## config.mk

```make
export PLATFORM = sky130hd
export DESIGN_NAME = scsi_target_err
export DESIGN_NICKNAME = d
export VERILOG_FILES = /design/src/rtl/scsi_err_pkg.sv /design/src/rtl/sense_mem_if.sv /design/src/rtl/sense_mem.sv /design/src/rtl/scsi_target_err.sv
export VERILOG_INCLUDE_DIRS = /design/src /design/src/rtl
export SDC_FILE = /design/constraint.sdc
export NUM_CORES = 1
export LEC_CHECK = 0
export ABC_AREA = 1
export BUFFER_PORTS_ARGS = -buffer_cell sky130_fd_sc_hd__buf_4
export CAP_MARGIN = 30
export CORE_UTILIZATION = 45
export DETAILED_ROUTE_END_ITERATION = 6
export PLACE_DENSITY_LB_ADDON = 0.2
export SLEW_MARGIN = 20
export SYNTH_ARGS = -nofsm -noshare
export SYNTH_HDL_FRONTEND = slang
export SYNTH_SLANG_ARGS = --single-unit
```

## constraint.sdc

```tcl
create_clock -name clk -period 3.75 [get_ports clk]
set_input_delay 0.75 -clock clk [delete_from_list [all_inputs] [get_ports clk]]
set_output_delay 0.75 -clock clk [all_outputs]
set_load 0.03 [all_outputs]
```

## src/rtl/scsi_err_defs.svh

```systemverilog
/*
  Constants of the target bus error handler: sense layout and values,
  identify field positions, opcodes and blocking-condition ranks.
  Assumes inclusion by bare name from every file that needs them.
*/
`ifndef SCSI_ERR_DEFS_SVH
`define SCSI_ERR_DEFS_SVH

// Sense word: key [19:16], additional code [15:8], qualifier [7:0]
`define SNS_W 20
`define SNS_NONE 20'h00000
`define SNS_PARITY 20'hB4700
`define SNS_IDE 20'hB4800
`define SNS_MREJ 20'hB4300
`define SNS_NOLUN 20'h52500

// Connection and storage sizes
`define INIT_W 4
`define MEM_DEPTH 16
`define LUN_W 6
`define NUM_LUN 6'h01

// Identify message fields
`define ID_DISC_BIT 6
`define ID_LUN_MSB 5

// Opcodes that bypass the invalid-unit check condition
`define OP_INQUIRY 8'h12
`define OP_REQSENSE 8'h03

// Inquiry peripheral type
`define PDT_W 5
`define PDT_NOLUN 5'h1F
`define PDT_DISK 5'h00

// Blocking condition ranks, 1 is highest, 0 means none
`define BLK_N 8
`define RANK_W 4
`define RANK_NONE 4'h0
`define RANK_BUSY 4'h3
`define RANK_RESV 4'h7

`endif

```

## src/rtl/scsi_err_pkg.sv

```systemverilog
/*
  Types of the target bus error handler: phases, messages, events,
  actions and recovery states.
  Assumes nothing beyond a SystemVerilog compiler.
*/
package scsi_err_pkg;

  typedef enum logic [2:0] {
    P_CMD, P_DIN, P_DOUT, P_STAT, P_MIN, P_MOUT, P_OTHER
  } phase_type;

  typedef enum logic [2:0] {
    M_NONE, M_DISC, M_TC, M_IDENT, M_LCC, M_MREJ, M_RESTORE, M_SDP
  } msg_type;

  typedef enum logic [2:0] {
    EV_CAT, EV_PAR_MOUT, EV_PAR_MIN, EV_PAR_CMD, EV_PAR_DOUT, EV_IDE, EV_MREJ
  } ev_type;

  typedef enum logic [3:0] {
    ACT_NONE, ACT_BUSFREE, ACT_CHECK, ACT_RETRY_MSG, ACT_RETRY_CMD,
    ACT_RETRY_STAT, ACT_REJECT, ACT_STAY, ACT_EXEC, ACT_INQ_NOLUN,
    ACT_SENSE, ACT_BUSY, ACT_RESV
  } act_type;

  typedef enum logic [1:0] {
    ST_IDLE = 2'b01,
    ST_RETRY = 2'b10
  } state_type;

endpackage

```

## src/rtl/sense_mem_if.sv

```systemverilog
/*
  Port between the error handler and its sense store.
  Assumes both ends run on the same clock.
*/
`timescale 1ns/1ps
`default_nettype none
`include "scsi_err_defs.svh"

interface sense_mem_if;
  logic we;
  logic re;
  logic [`INIT_W-1:0] addr;
  logic [`SNS_W-1:0] wdata;
  logic [`SNS_W-1:0] rdata;

  modport owner (output we, output re, output addr, output wdata, input rdata);
  modport mem (input we, input re, input addr, input wdata, output rdata);
endinterface

`default_nettype wire

```

## src/rtl/sense_mem.sv

```systemverilog
/*
  Sense store, one word per initiator, registered read, read-first.
  Assumes one write and one read address per cycle from the owner.
*/
`timescale 1ns/1ps
`default_nettype none
`include "scsi_err_defs.svh"

module sense_mem (
  input wire logic clk,
  input wire logic rstn,
  sense_mem_if.mem port
);
  logic [`SNS_W-1:0] store_ff [`MEM_DEPTH];
  logic [`SNS_W-1:0] rdata_ff;

  // Reset leaves no stale sense pending for anyone
  always_ff @(posedge clk or negedge rstn) begin
    if (!rstn) begin
      for (int i = 0; i < `MEM_DEPTH; i++) begin
        store_ff[i] <= `SNS_NONE;
      end
    end else if (port.we) begin
      store_ff[port.addr] <= port.wdata;
    end
  end

  // Read-first, so a clear in the same cycle still returns the old word
  always_ff @(posedge clk or negedge rstn) begin
    if (!rstn) begin
      rdata_ff <= `SNS_NONE;
    end else if (port.re) begin
      rdata_ff <= store_ff[port.addr];
    end
  end

  assign port.rdata = rdata_ff;
endmodule

`default_nettype wire

```

## src/rtl/scsi_target_err.sv

```systemverilog
/*
  Target-side bus error handler: turns parity, catastrophic, reject and
  command events into bus actions and keeps sense per initiator.
  Assumes a phase engine on the same clock that gives one event at a
  time as a one-cycle pulse and carries out the action it is given.
*/
`timescale 1ns/1ps
`default_nettype none
`include "scsi_err_defs.svh"
// Notes on behaviour
// - Catastrophic errors go to bus free at once, whatever ATN shows.
// - After such a bus free, never reselect to finish that operation.
// - Unit known: abort its command and store sense naming the cause.
// - Unit unknown: leave every sense word and command untouched.
// - Message out parity: optional retry, then check condition, parity sense.
// - Message in parity: optional retry, then abort, bus free, parity sense.
// - Command parity: optional restore pointers and retry, then check condition.
// - Data out parity: no retry, check condition with parity sense.
// - Initiator detected error is valid only after command, data or status.
// - Valid initiator error: retry command or status, else check condition.
// - Rejected disconnect: stay connected.
// - Rejected task complete: no error, go to bus free.
// - Rejected identify or linked complete: abort, unlink, bus free, reject sense.
// - Rejected own reject: abort, status with check condition, reject sense.
// - Rejected restore pointers: check condition, sense of the original error.
// - Rejected save data pointer: stay on the bus, no error.
// - Reject with no message sent: abort, bus free, reject sense.
// - Report only the highest blocking condition, and none on a bus error.
// - Build sense on check condition with valid unit; next command clears it.
// - Inquiry to an unsupported unit returns peripheral type not supported.
// - Other commands to bad unit: check condition; request sense: unit unsupported.
// - Repeated identify must keep the unit; a changed unit means bus free.
// - Identify bit 6 grants disconnect, bits 5-0 give the unit.

module scsi_target_err (
  input wire logic clk,
  input wire logic rstn,
  input wire logic retryEnable,
  input wire logic [`INIT_W-1:0] initiatorId,
  input wire logic selectStart,
  input wire logic evValid,
  input wire scsi_err_pkg::ev_type evKind,
  input wire scsi_err_pkg::phase_type lastPhase,
  input wire scsi_err_pkg::msg_type lastMsgOut,
  input wire logic identifyValid,
  input wire logic [7:0] identifyByte,
  input wire logic retryDone,
  input wire logic cmdValid,
  input wire logic [7:0] cmdOpcode,
  input wire logic [`BLK_N-1:0] blockVec,
  input wire logic busError,
  input wire logic [`SNS_W-1:0] causeSense,
  output logic actValid,
  output logic [3:0] actCode,
  output logic abortCmd,
  output logic breakLink,
  output logic lunKnown,
  output logic [`LUN_W-1:0] lunId,
  output logic discAllowed,
  output logic reselectInhibit,
  output logic senseValid,
  output logic [`SNS_W-1:0] senseData,
  output logic [`PDT_W-1:0] inquiryPdt
);
  sense_mem_if mif ();

  scsi_err_pkg::state_type state_ff, nxt_state;
  scsi_err_pkg::act_type actCode_ff, nxt_act;
  logic [`SNS_W-1:0] origSense_ff, nxt_orig;
  logic lunKnown_ff, discAllowed_ff, abort_ff, break_ff, inhibit_ff;
  logic senseValid_ff, nolun_ff, nxt_abort, nxt_break, nxt_senseValid;
  logic nxt_nolun, discClr, doCat, lunChange, lunInRange, unitOk, invLun;
  logic canRetry, isInq, isReqSense;
  logic [`LUN_W-1:0] lun_ff;
  logic [`PDT_W-1:0] pdt_ff, nxt_pdt;
  logic [`RANK_W-1:0] rank;

  // Phases after which the initiator may flag its own error
  function automatic logic isXfer(input scsi_err_pkg::phase_type ph);
    return ph == scsi_err_pkg::P_CMD || ph == scsi_err_pkg::P_DIN ||
           ph == scsi_err_pkg::P_DOUT || ph == scsi_err_pkg::P_STAT;
  endfunction

  // Lowest set bit wins; bit 0 is rank 2 since rank 1 is the unit check
  function automatic logic [`RANK_W-1:0] blockRank(input logic [`BLK_N-1:0] vec);
    logic [`RANK_W-1:0] r;
    r = `RANK_NONE;
    for (int i = `BLK_N - 1; i >= 0; i--) begin
      if (vec[i]) begin
        r = `RANK_W'(i + 2);
      end
    end
    return r;
  endfunction

  sense_mem u_mem (
    .clk(clk),
    .rstn(rstn),
    .port(mif)
  );

  // Nexus decode shared by every path
  assign lunChange = identifyValid && lunKnown_ff &&
                     identifyByte[`ID_LUN_MSB:0] != lun_ff;
  assign doCat = (evValid && evKind == scsi_err_pkg::EV_CAT) || lunChange;
  assign lunInRange = lun_ff < `NUM_LUN;
  assign unitOk = lunKnown_ff && lunInRange;
  assign invLun = lunKnown_ff && !lunInRange;
  assign canRetry = retryEnable && state_ff == scsi_err_pkg::ST_IDLE;
  assign isInq = cmdOpcode == `OP_INQUIRY;
  assign isReqSense = cmdOpcode == `OP_REQSENSE;
  assign rank = blockRank(blockVec);

  // Event decode: one action per cycle, event first, then command
  always_comb begin
    nxt_act = scsi_err_pkg::ACT_NONE;
    nxt_state = retryDone ? scsi_err_pkg::ST_IDLE : state_ff;
    nxt_orig = origSense_ff;
    nxt_abort = 1'b0;
    nxt_break = 1'b0;
    nxt_senseValid = 1'b0;
    nxt_nolun = nolun_ff;
    nxt_pdt = pdt_ff;
    discClr = 1'b0;
    mif.we = 1'b0;
    mif.re = 1'b0;
    mif.addr = initiatorId;
    mif.wdata = `SNS_NONE;
    if (doCat) begin
      // Bus free even with ATN pending; sense only for a known unit
      nxt_act = scsi_err_pkg::ACT_BUSFREE;
      nxt_state = scsi_err_pkg::ST_IDLE;
      nxt_abort = unitOk;
      mif.we = unitOk;
      mif.wdata = causeSense;
    end else if (evValid) begin
      case (evKind)
        scsi_err_pkg::EV_PAR_MOUT, scsi_err_pkg::EV_PAR_CMD: begin
          if (canRetry) begin
            nxt_act = evKind == scsi_err_pkg::EV_PAR_CMD ?
                      scsi_err_pkg::ACT_RETRY_CMD : scsi_err_pkg::ACT_RETRY_MSG;
            nxt_state = scsi_err_pkg::ST_RETRY;
            nxt_orig = `SNS_PARITY;
          end else begin
            nxt_act = scsi_err_pkg::ACT_CHECK;
            nxt_state = scsi_err_pkg::ST_IDLE;
            nxt_abort = 1'b1;
            mif.we = unitOk;
            mif.wdata = `SNS_PARITY;
          end
        end
        scsi_err_pkg::EV_PAR_MIN: begin
          if (canRetry) begin
            nxt_act = scsi_err_pkg::ACT_RETRY_MSG;
            nxt_state = scsi_err_pkg::ST_RETRY;
            nxt_orig = `SNS_PARITY;
          end else begin
            nxt_act = scsi_err_pkg::ACT_BUSFREE;
            nxt_state = scsi_err_pkg::ST_IDLE;
            nxt_abort = 1'b1;
            mif.we = unitOk;
            mif.wdata = `SNS_PARITY;
          end
        end
        scsi_err_pkg::EV_PAR_DOUT: begin
          // Data already consumed cannot be replayed, so no retry here
          nxt_act = scsi_err_pkg::ACT_CHECK;
          nxt_state = scsi_err_pkg::ST_IDLE;
          nxt_abort = 1'b1;
          mif.we = unitOk;
          mif.wdata = `SNS_PARITY;
        end
        scsi_err_pkg::EV_IDE: begin
          if (!isXfer(lastPhase)) begin
            nxt_act = scsi_err_pkg::ACT_REJECT;
          end else if (canRetry && (lastPhase == scsi_err_pkg::P_CMD ||
                                    lastPhase == scsi_err_pkg::P_STAT)) begin
            nxt_act = lastPhase == scsi_err_pkg::P_CMD ?
                      scsi_err_pkg::ACT_RETRY_CMD : scsi_err_pkg::ACT_RETRY_STAT;
            nxt_state = scsi_err_pkg::ST_RETRY;
            nxt_orig = `SNS_IDE;
          end else begin
            nxt_act = scsi_err_pkg::ACT_CHECK;
            nxt_state = scsi_err_pkg::ST_IDLE;
            nxt_abort = 1'b1;
            mif.we = unitOk;
            mif.wdata = `SNS_IDE;
          end
        end
        scsi_err_pkg::EV_MREJ: begin
          case (lastMsgOut)
            scsi_err_pkg::M_DISC: begin
              nxt_act = scsi_err_pkg::ACT_STAY;
            end
            scsi_err_pkg::M_TC: begin
              nxt_act = scsi_err_pkg::ACT_BUSFREE;
            end
            scsi_err_pkg::M_IDENT, scsi_err_pkg::M_LCC: begin
              nxt_act = scsi_err_pkg::ACT_BUSFREE;
              nxt_state = scsi_err_pkg::ST_IDLE;
              nxt_abort = 1'b1;
              nxt_break = 1'b1;
              mif.we = unitOk;
              mif.wdata = `SNS_MREJ;
            end
            scsi_err_pkg::M_MREJ: begin
              nxt_act = scsi_err_pkg::ACT_CHECK;
              nxt_state = scsi_err_pkg::ST_IDLE;
              nxt_abort = 1'b1;
              mif.we = unitOk;
              mif.wdata = `SNS_MREJ;
            end
            scsi_err_pkg::M_RESTORE: begin
              // Recovery failed; report what started it, not the reject
              nxt_act = scsi_err_pkg::ACT_CHECK;
              nxt_state = scsi_err_pkg::ST_IDLE;
              nxt_abort = 1'b1;
              mif.we = unitOk;
              mif.wdata = origSense_ff;
            end
            scsi_err_pkg::M_SDP: begin
              nxt_act = scsi_err_pkg::ACT_STAY;
              discClr = 1'b1;
            end
            default: begin
              nxt_act = scsi_err_pkg::ACT_BUSFREE;
              nxt_state = scsi_err_pkg::ST_IDLE;
              nxt_abort = 1'b1;
              mif.we = unitOk;
              mif.wdata = `SNS_MREJ;
            end
          endcase
        end
        default: begin
          nxt_act = scsi_err_pkg::ACT_NONE;
        end
      endcase
    end else if (cmdValid && !busError) begin
      nxt_pdt = `PDT_DISK;
      nxt_nolun = 1'b0;
      if (invLun) begin
        if (isInq) begin
          nxt_act = scsi_err_pkg::ACT_INQ_NOLUN;
          nxt_pdt = `PDT_NOLUN;
        end else if (isReqSense) begin
          nxt_act = scsi_err_pkg::ACT_SENSE;
          nxt_senseValid = 1'b1;
          nxt_nolun = 1'b1;
        end else begin
          nxt_act = scsi_err_pkg::ACT_CHECK;
        end
      end else begin
        // A new command to a known unit clears, unless its rank gives check condition; read-first still hands old sense out
        mif.we = unitOk;
        mif.re = isReqSense;
        nxt_senseValid = isReqSense;
        if (rank == `RANK_NONE) begin
          nxt_act = isReqSense ? scsi_err_pkg::ACT_SENSE : scsi_err_pkg::ACT_EXEC;
        end else if (rank == `RANK_BUSY) begin
          nxt_act = scsi_err_pkg::ACT_BUSY;
        end else if (rank == `RANK_RESV) begin
          nxt_act = scsi_err_pkg::ACT_RESV;
        end else begin
          nxt_act = scsi_err_pkg::ACT_CHECK;
          mif.wdata = causeSense;
        end
      end
    end
  end

  // Recovery state and the sense to report if recovery is rejected
  always_ff @(posedge clk or negedge rstn) begin
    if (!rstn) begin
      state_ff <= scsi_err_pkg::ST_IDLE;
      origSense_ff <= `SNS_NONE;
    end else begin
      state_ff <= nxt_state;
      origSense_ff <= nxt_orig;
    end
  end

  // Nexus: unit and disconnect privilege from identify
  always_ff @(posedge clk or negedge rstn) begin
    if (!rstn) begin
      lunKnown_ff <= 1'b0;
      lun_ff <= '0;
      discAllowed_ff <= 1'b0;
    end else if (selectStart || doCat) begin
      lunKnown_ff <= 1'b0;
      discAllowed_ff <= 1'b0;
    end else if (identifyValid) begin
      lunKnown_ff <= 1'b1;
      lun_ff <= identifyByte[`ID_LUN_MSB:0];
      discAllowed_ff <= identifyByte[`ID_DISC_BIT];
    end else if (discClr) begin
      discAllowed_ff <= 1'b0;
    end
  end

  // Reconnect block stays until a fresh command starts a new operation
  always_ff @(posedge clk or negedge rstn) begin
    if (!rstn) begin
      inhibit_ff <= 1'b0;
    end else if (doCat) begin
      inhibit_ff <= 1'b1;
    end else if (cmdValid) begin
      inhibit_ff <= 1'b0;
    end
  end

  // Action outputs, one-cycle pulses; the no-unit flag and peripheral type hold their value
  always_ff @(posedge clk or negedge rstn) begin
    if (!rstn) begin
      actCode_ff <= scsi_err_pkg::ACT_NONE;
      abort_ff <= 1'b0;
      break_ff <= 1'b0;
      senseValid_ff <= 1'b0;
      nolun_ff <= 1'b0;
      pdt_ff <= `PDT_DISK;
    end else begin
      actCode_ff <= nxt_act;
      abort_ff <= nxt_abort;
      break_ff <= nxt_break;
      senseValid_ff <= nxt_senseValid;
      nolun_ff <= nxt_nolun;
      pdt_ff <= nxt_pdt;
    end
  end

  assign actValid = actCode_ff != scsi_err_pkg::ACT_NONE;
  assign actCode = actCode_ff;
  assign abortCmd = abort_ff;
  assign breakLink = break_ff;
  assign lunKnown = lunKnown_ff;
  assign lunId = lun_ff;
  assign discAllowed = discAllowed_ff;
  assign reselectInhibit = inhibit_ff;
  assign senseValid = senseValid_ff;
  assign senseData = nolun_ff ? `SNS_NOLUN : mif.rdata;
  assign inquiryPdt = pdt_ff;
endmodule

`default_nettype wire

```

==> flow_metrics.py <==
metrics = {
    "logic_synthesis": {
        "ys_seq_elements": 363,
        "synth_edf_count": 0,
        "syn_area_mm2": 0.01676,
        "synthMuxAreaShare": 0,
        "synth-xor-area-share": 0,
        "yosys_warnings": 0,
        "synth-simple-area-share": 0.2322,
        "yosys.area.top_type": "dfrtp_1",
        "synth_cells": 1981,
        "synth_cell_types": 44,
        "synth-compound-area-share": 0.1698,
        "ys_async_sr_fraction": 1.000,
        "yosys-top-cells-area": "dfrtp_1 (54%), nand2_1 (17%), a22oi_1 (7.2%)",
        "synth_ff_type": "dfrtp_1",
        "synth_fa_ha_area_frac": 0,
        "synth_top_family_by_area": "simple AND/OR/NAND/NOR gates",
        "syn_avg_cell_area_um2": 8.462,
        "yosysSeqAreaShare": 0.5420,
        "synth_top_area_share": 0.5404,
        "yosys.cell_count.top_type": "nand2_1",
        "ys_top_cells_by_count": "nand2_1 (762), dfrtp_1 (362), a22oi_1 (160), o21ai_1 (118), o21ai_0 (96)",
        "synth_nets": 2047,
    },
    "detailed_routing": {
        "ant_nets": 0,
        "drtIter0Drc": 1248,
        "num_vias": 14020,
        "drt_first_pass_iters": 6,
        "wire_per_inst_um": 19.08,
        "drc": 0,
        "via_per_inst": 5.561,
        "wirelength_um": 48090,
    },
    "worst_hold_path": {
        "hp-class": "in2async",
    },
    "global_routing": {
        "grt_pass1_wl_um": 76900,
        "grt_util_all_layers": 0.2580,
        "grt-ovfl-total": 0,
        "grt_pass1_vias": 13820,
        "antenna_found_initial": 0,
        "grt_max_degree": 94,
    },
    "timing": {
        "fin_ws_ns": 1.136,
        "rsz0062_at_grt": "no",
        "final-setup-viol-count": 0,
        "finClkSkew_ns": 0.02368,
        "finalMaxSlewViolations": 0,
        "clock.fmax_mhz": 382.6,
        "post-route-min-period_ns": 2.614,
        "min_period_over_period": 0.6970,
        "worst_slew_pin_slew_ns": 0.7808,
        "finalHoldViolations": 0,
        "tns_ns": 0,
        "max_slew_margin": 0.4782,
    },
    "clock_network": {
        "cts_tree": "yes",
        "cts_made_buffers": 39,
        "root_buffer": "clkbuf_16",
        "h-tree-depth": 2,
        "cts_resized": 0,
        "clock-sinks": 363,
        "clockBufferDepth": 3,
        "worstSkewPairLatency_ns": 0.54,
        "postCtsHoldBufs": 0,
        "cts_setup_buffers": 0,
        "path_clk_slew_ns": 0.06,
    },
    "power_and_ir_drop": {
        "total_power_w": 0.008347,
        "peakVddDrop_uv": 307.2,
        "power_density_mw_per_mm2": 437.6,
        "p_leak_nw": 9.168,
    },
    "final_layout": {
        "area_growth_pct": 13.79,
        "antenna_cells": 0,
        "fin_nets": 2098,
        "drive_gt1_frac": 0.1262,
        "final_cells": 2521,
        "fillers": 3452,
    },
    "run": {
        "cap_violations": 0,
    },
    "setup_path": {
        "crit_path_top_delay_cell": "nand2_1",
        "critPathKind": "reg2reg",
        "crit_buf_inv": 2,
        "worst_ep_arrival_time_ns": 3.00,
        "r2r_cells": 10,
        "crit_family": "simple AND/OR/NAND/NOR gates",
        "start_kind": "register",
        "cp_cell_sequence": "inv_1 -> nand2_1 -> nand2_1 -> nor2_1 -> nand3_1 -> a21oi_4 -> nand2_1 -> buf_4 -> nand2_1 -> o21ai_0",
        "cp_common_cell": "nand2_1",
        "cp_data_required_time_ns": 4.13,
        "crit_fanout": 16,
        "cp.depth": 10,
        "end_kind": "register",
        "cpPeakStageDelay_ns": 0.45,
    },
    "die": {
        "core-area_mm2": 0.03661,
        "core.rowCount": 70,
        "die_w_um": 195,
        "die_y_um": 195,
        "start_util": 0.4579,
        "ios": 108,
        "dieArea_mm2": 0.03803,
    },
    "place": {
        "place.gp.congestion": 0.8608,
        "pre_cts_ws_ns": 0.7343,
        "port_buffers": 106,
        "placedCellCount": 2459,
        "hpwl_um": 29710,
    },
    "run_status": {
        "status": "complete, no violations",
    },
}
==> state kept, by name, summed over array words and instances, names as in the netlist <==
signal / count
breakLink: 1
lunKnown: 1
actCode: 4
u_mem.store_ff: 320
u_mem.port.rdata: 20
nolun_ff: 1
reselectInhibit: 1
origSense_ff: 3
inquiryPdt: 1
senseValid: 1
discAllowed: 1
state_ff: 2
lunId: 6
abortCmd: 1
==> placed cells by master (no fill, tap or decap), types with 2 or more instances in the layout <==
cell	n
nor4_1	2
clkbuf_1	9
a21oi_1	75
nand2_2	4
o21ai_1	118
dfrtp_1	362
clkbuf_8	6
nand3_4	11
nor2_2	5
nand3_1	18
clkbuf_16	39
inv_1	86
clkinv_2	4
nand4_1	5
buf_4	124
o21a_1	3
nor3_1	20
o21ai_2	10
nor2_4	12
a22oi_1	160
inv_2	2
nor2_1	65
or2_2	23
nand2_1	762
buf_12	10
o21ai_0	96
==> area by class of cell <==
| class | count | area (µm²) | share of cell area |
|---|---|---|---|
| multi-input combinational | 1404 | 6754 | 0.3541 |
| inverter | 89 | 334.1 | 0.01751 |
| timing repair buffer | 135 | 1146 | 0.06009 |
| tap | 468 | 585.6 | 0.03070 |
| clock inverter | 8 | 77.57 | 0.004067 |
| sequential | 363 | 9085 | 0.4763 |
| clock buffer | 54 | 1092 | 0.05726 |
==> routing by layer <==
metal	vias up	GRT usage	part of all wire	wire, µm
met5	-	0	0	0
met3	84	0.03454	0.058	2804
met1	6851	0.3502	0.43	20830
met2	455	0.4258	0.48	23070
li1	6629	-	-	-
met4	0	0.08895	0.029	1381
==> through the flow <==
stage | instance area (µm²) | hold WS, ns | util
floorplan | 16760 | 0.4218 | -
global placement | 17900 | 0.4350 | 0.4891
detailed placement | 17900 | 0.4416 | 0.4891
CTS | 19070 | 0.2339 | 0.5210
global route | 19070 | 0.2503 | 0.5210
finish | 19070 | 0.2050 | 0.5210
==> path summary, 6_finish.rpt <==
check	startpoint	slack, ns	endpoint
setup / recovery	lunId[1]$_DFFE_PN0P_	1.14	u_mem.store_ff[273]$_DFFE_PN0P_
hold / removal	rstn	0.20	u_mem.store_ff[304]$_DFFE_PN0P_
setup reg to reg	lunId[1]$_DFFE_PN0P_	1.14	u_mem.store_ff[273]$_DFFE_PN0P_
hold reg to reg	origSense_ff[17]$_DFFE_PN0P_	0.45	origSense_ff[17]$_DFFE_PN0P_
max in group asynchronous	rstn	2.56	u_mem.store_ff[239]$_DFFE_PN0P_
min in group clk	cmdValid	0.44	reselectInhibit$_DFFE_PN0P_
==> report_power, final <==
part	switching, W	internal, W
Sequential	0.0000415	0.00398
Combinational	0.000516	0.000186
Clock	0.00153	0.00209
==> cells by family (layout without fill, tap and decap cells) <==
kind of cell           Yosys count  count (layout)
and+or+nand+nor                932             932
AOI/OAI and AO/OA              472             472
buffers and inverters          214             286
DFF                            363             363
Power figures use the tool's default switching activity.
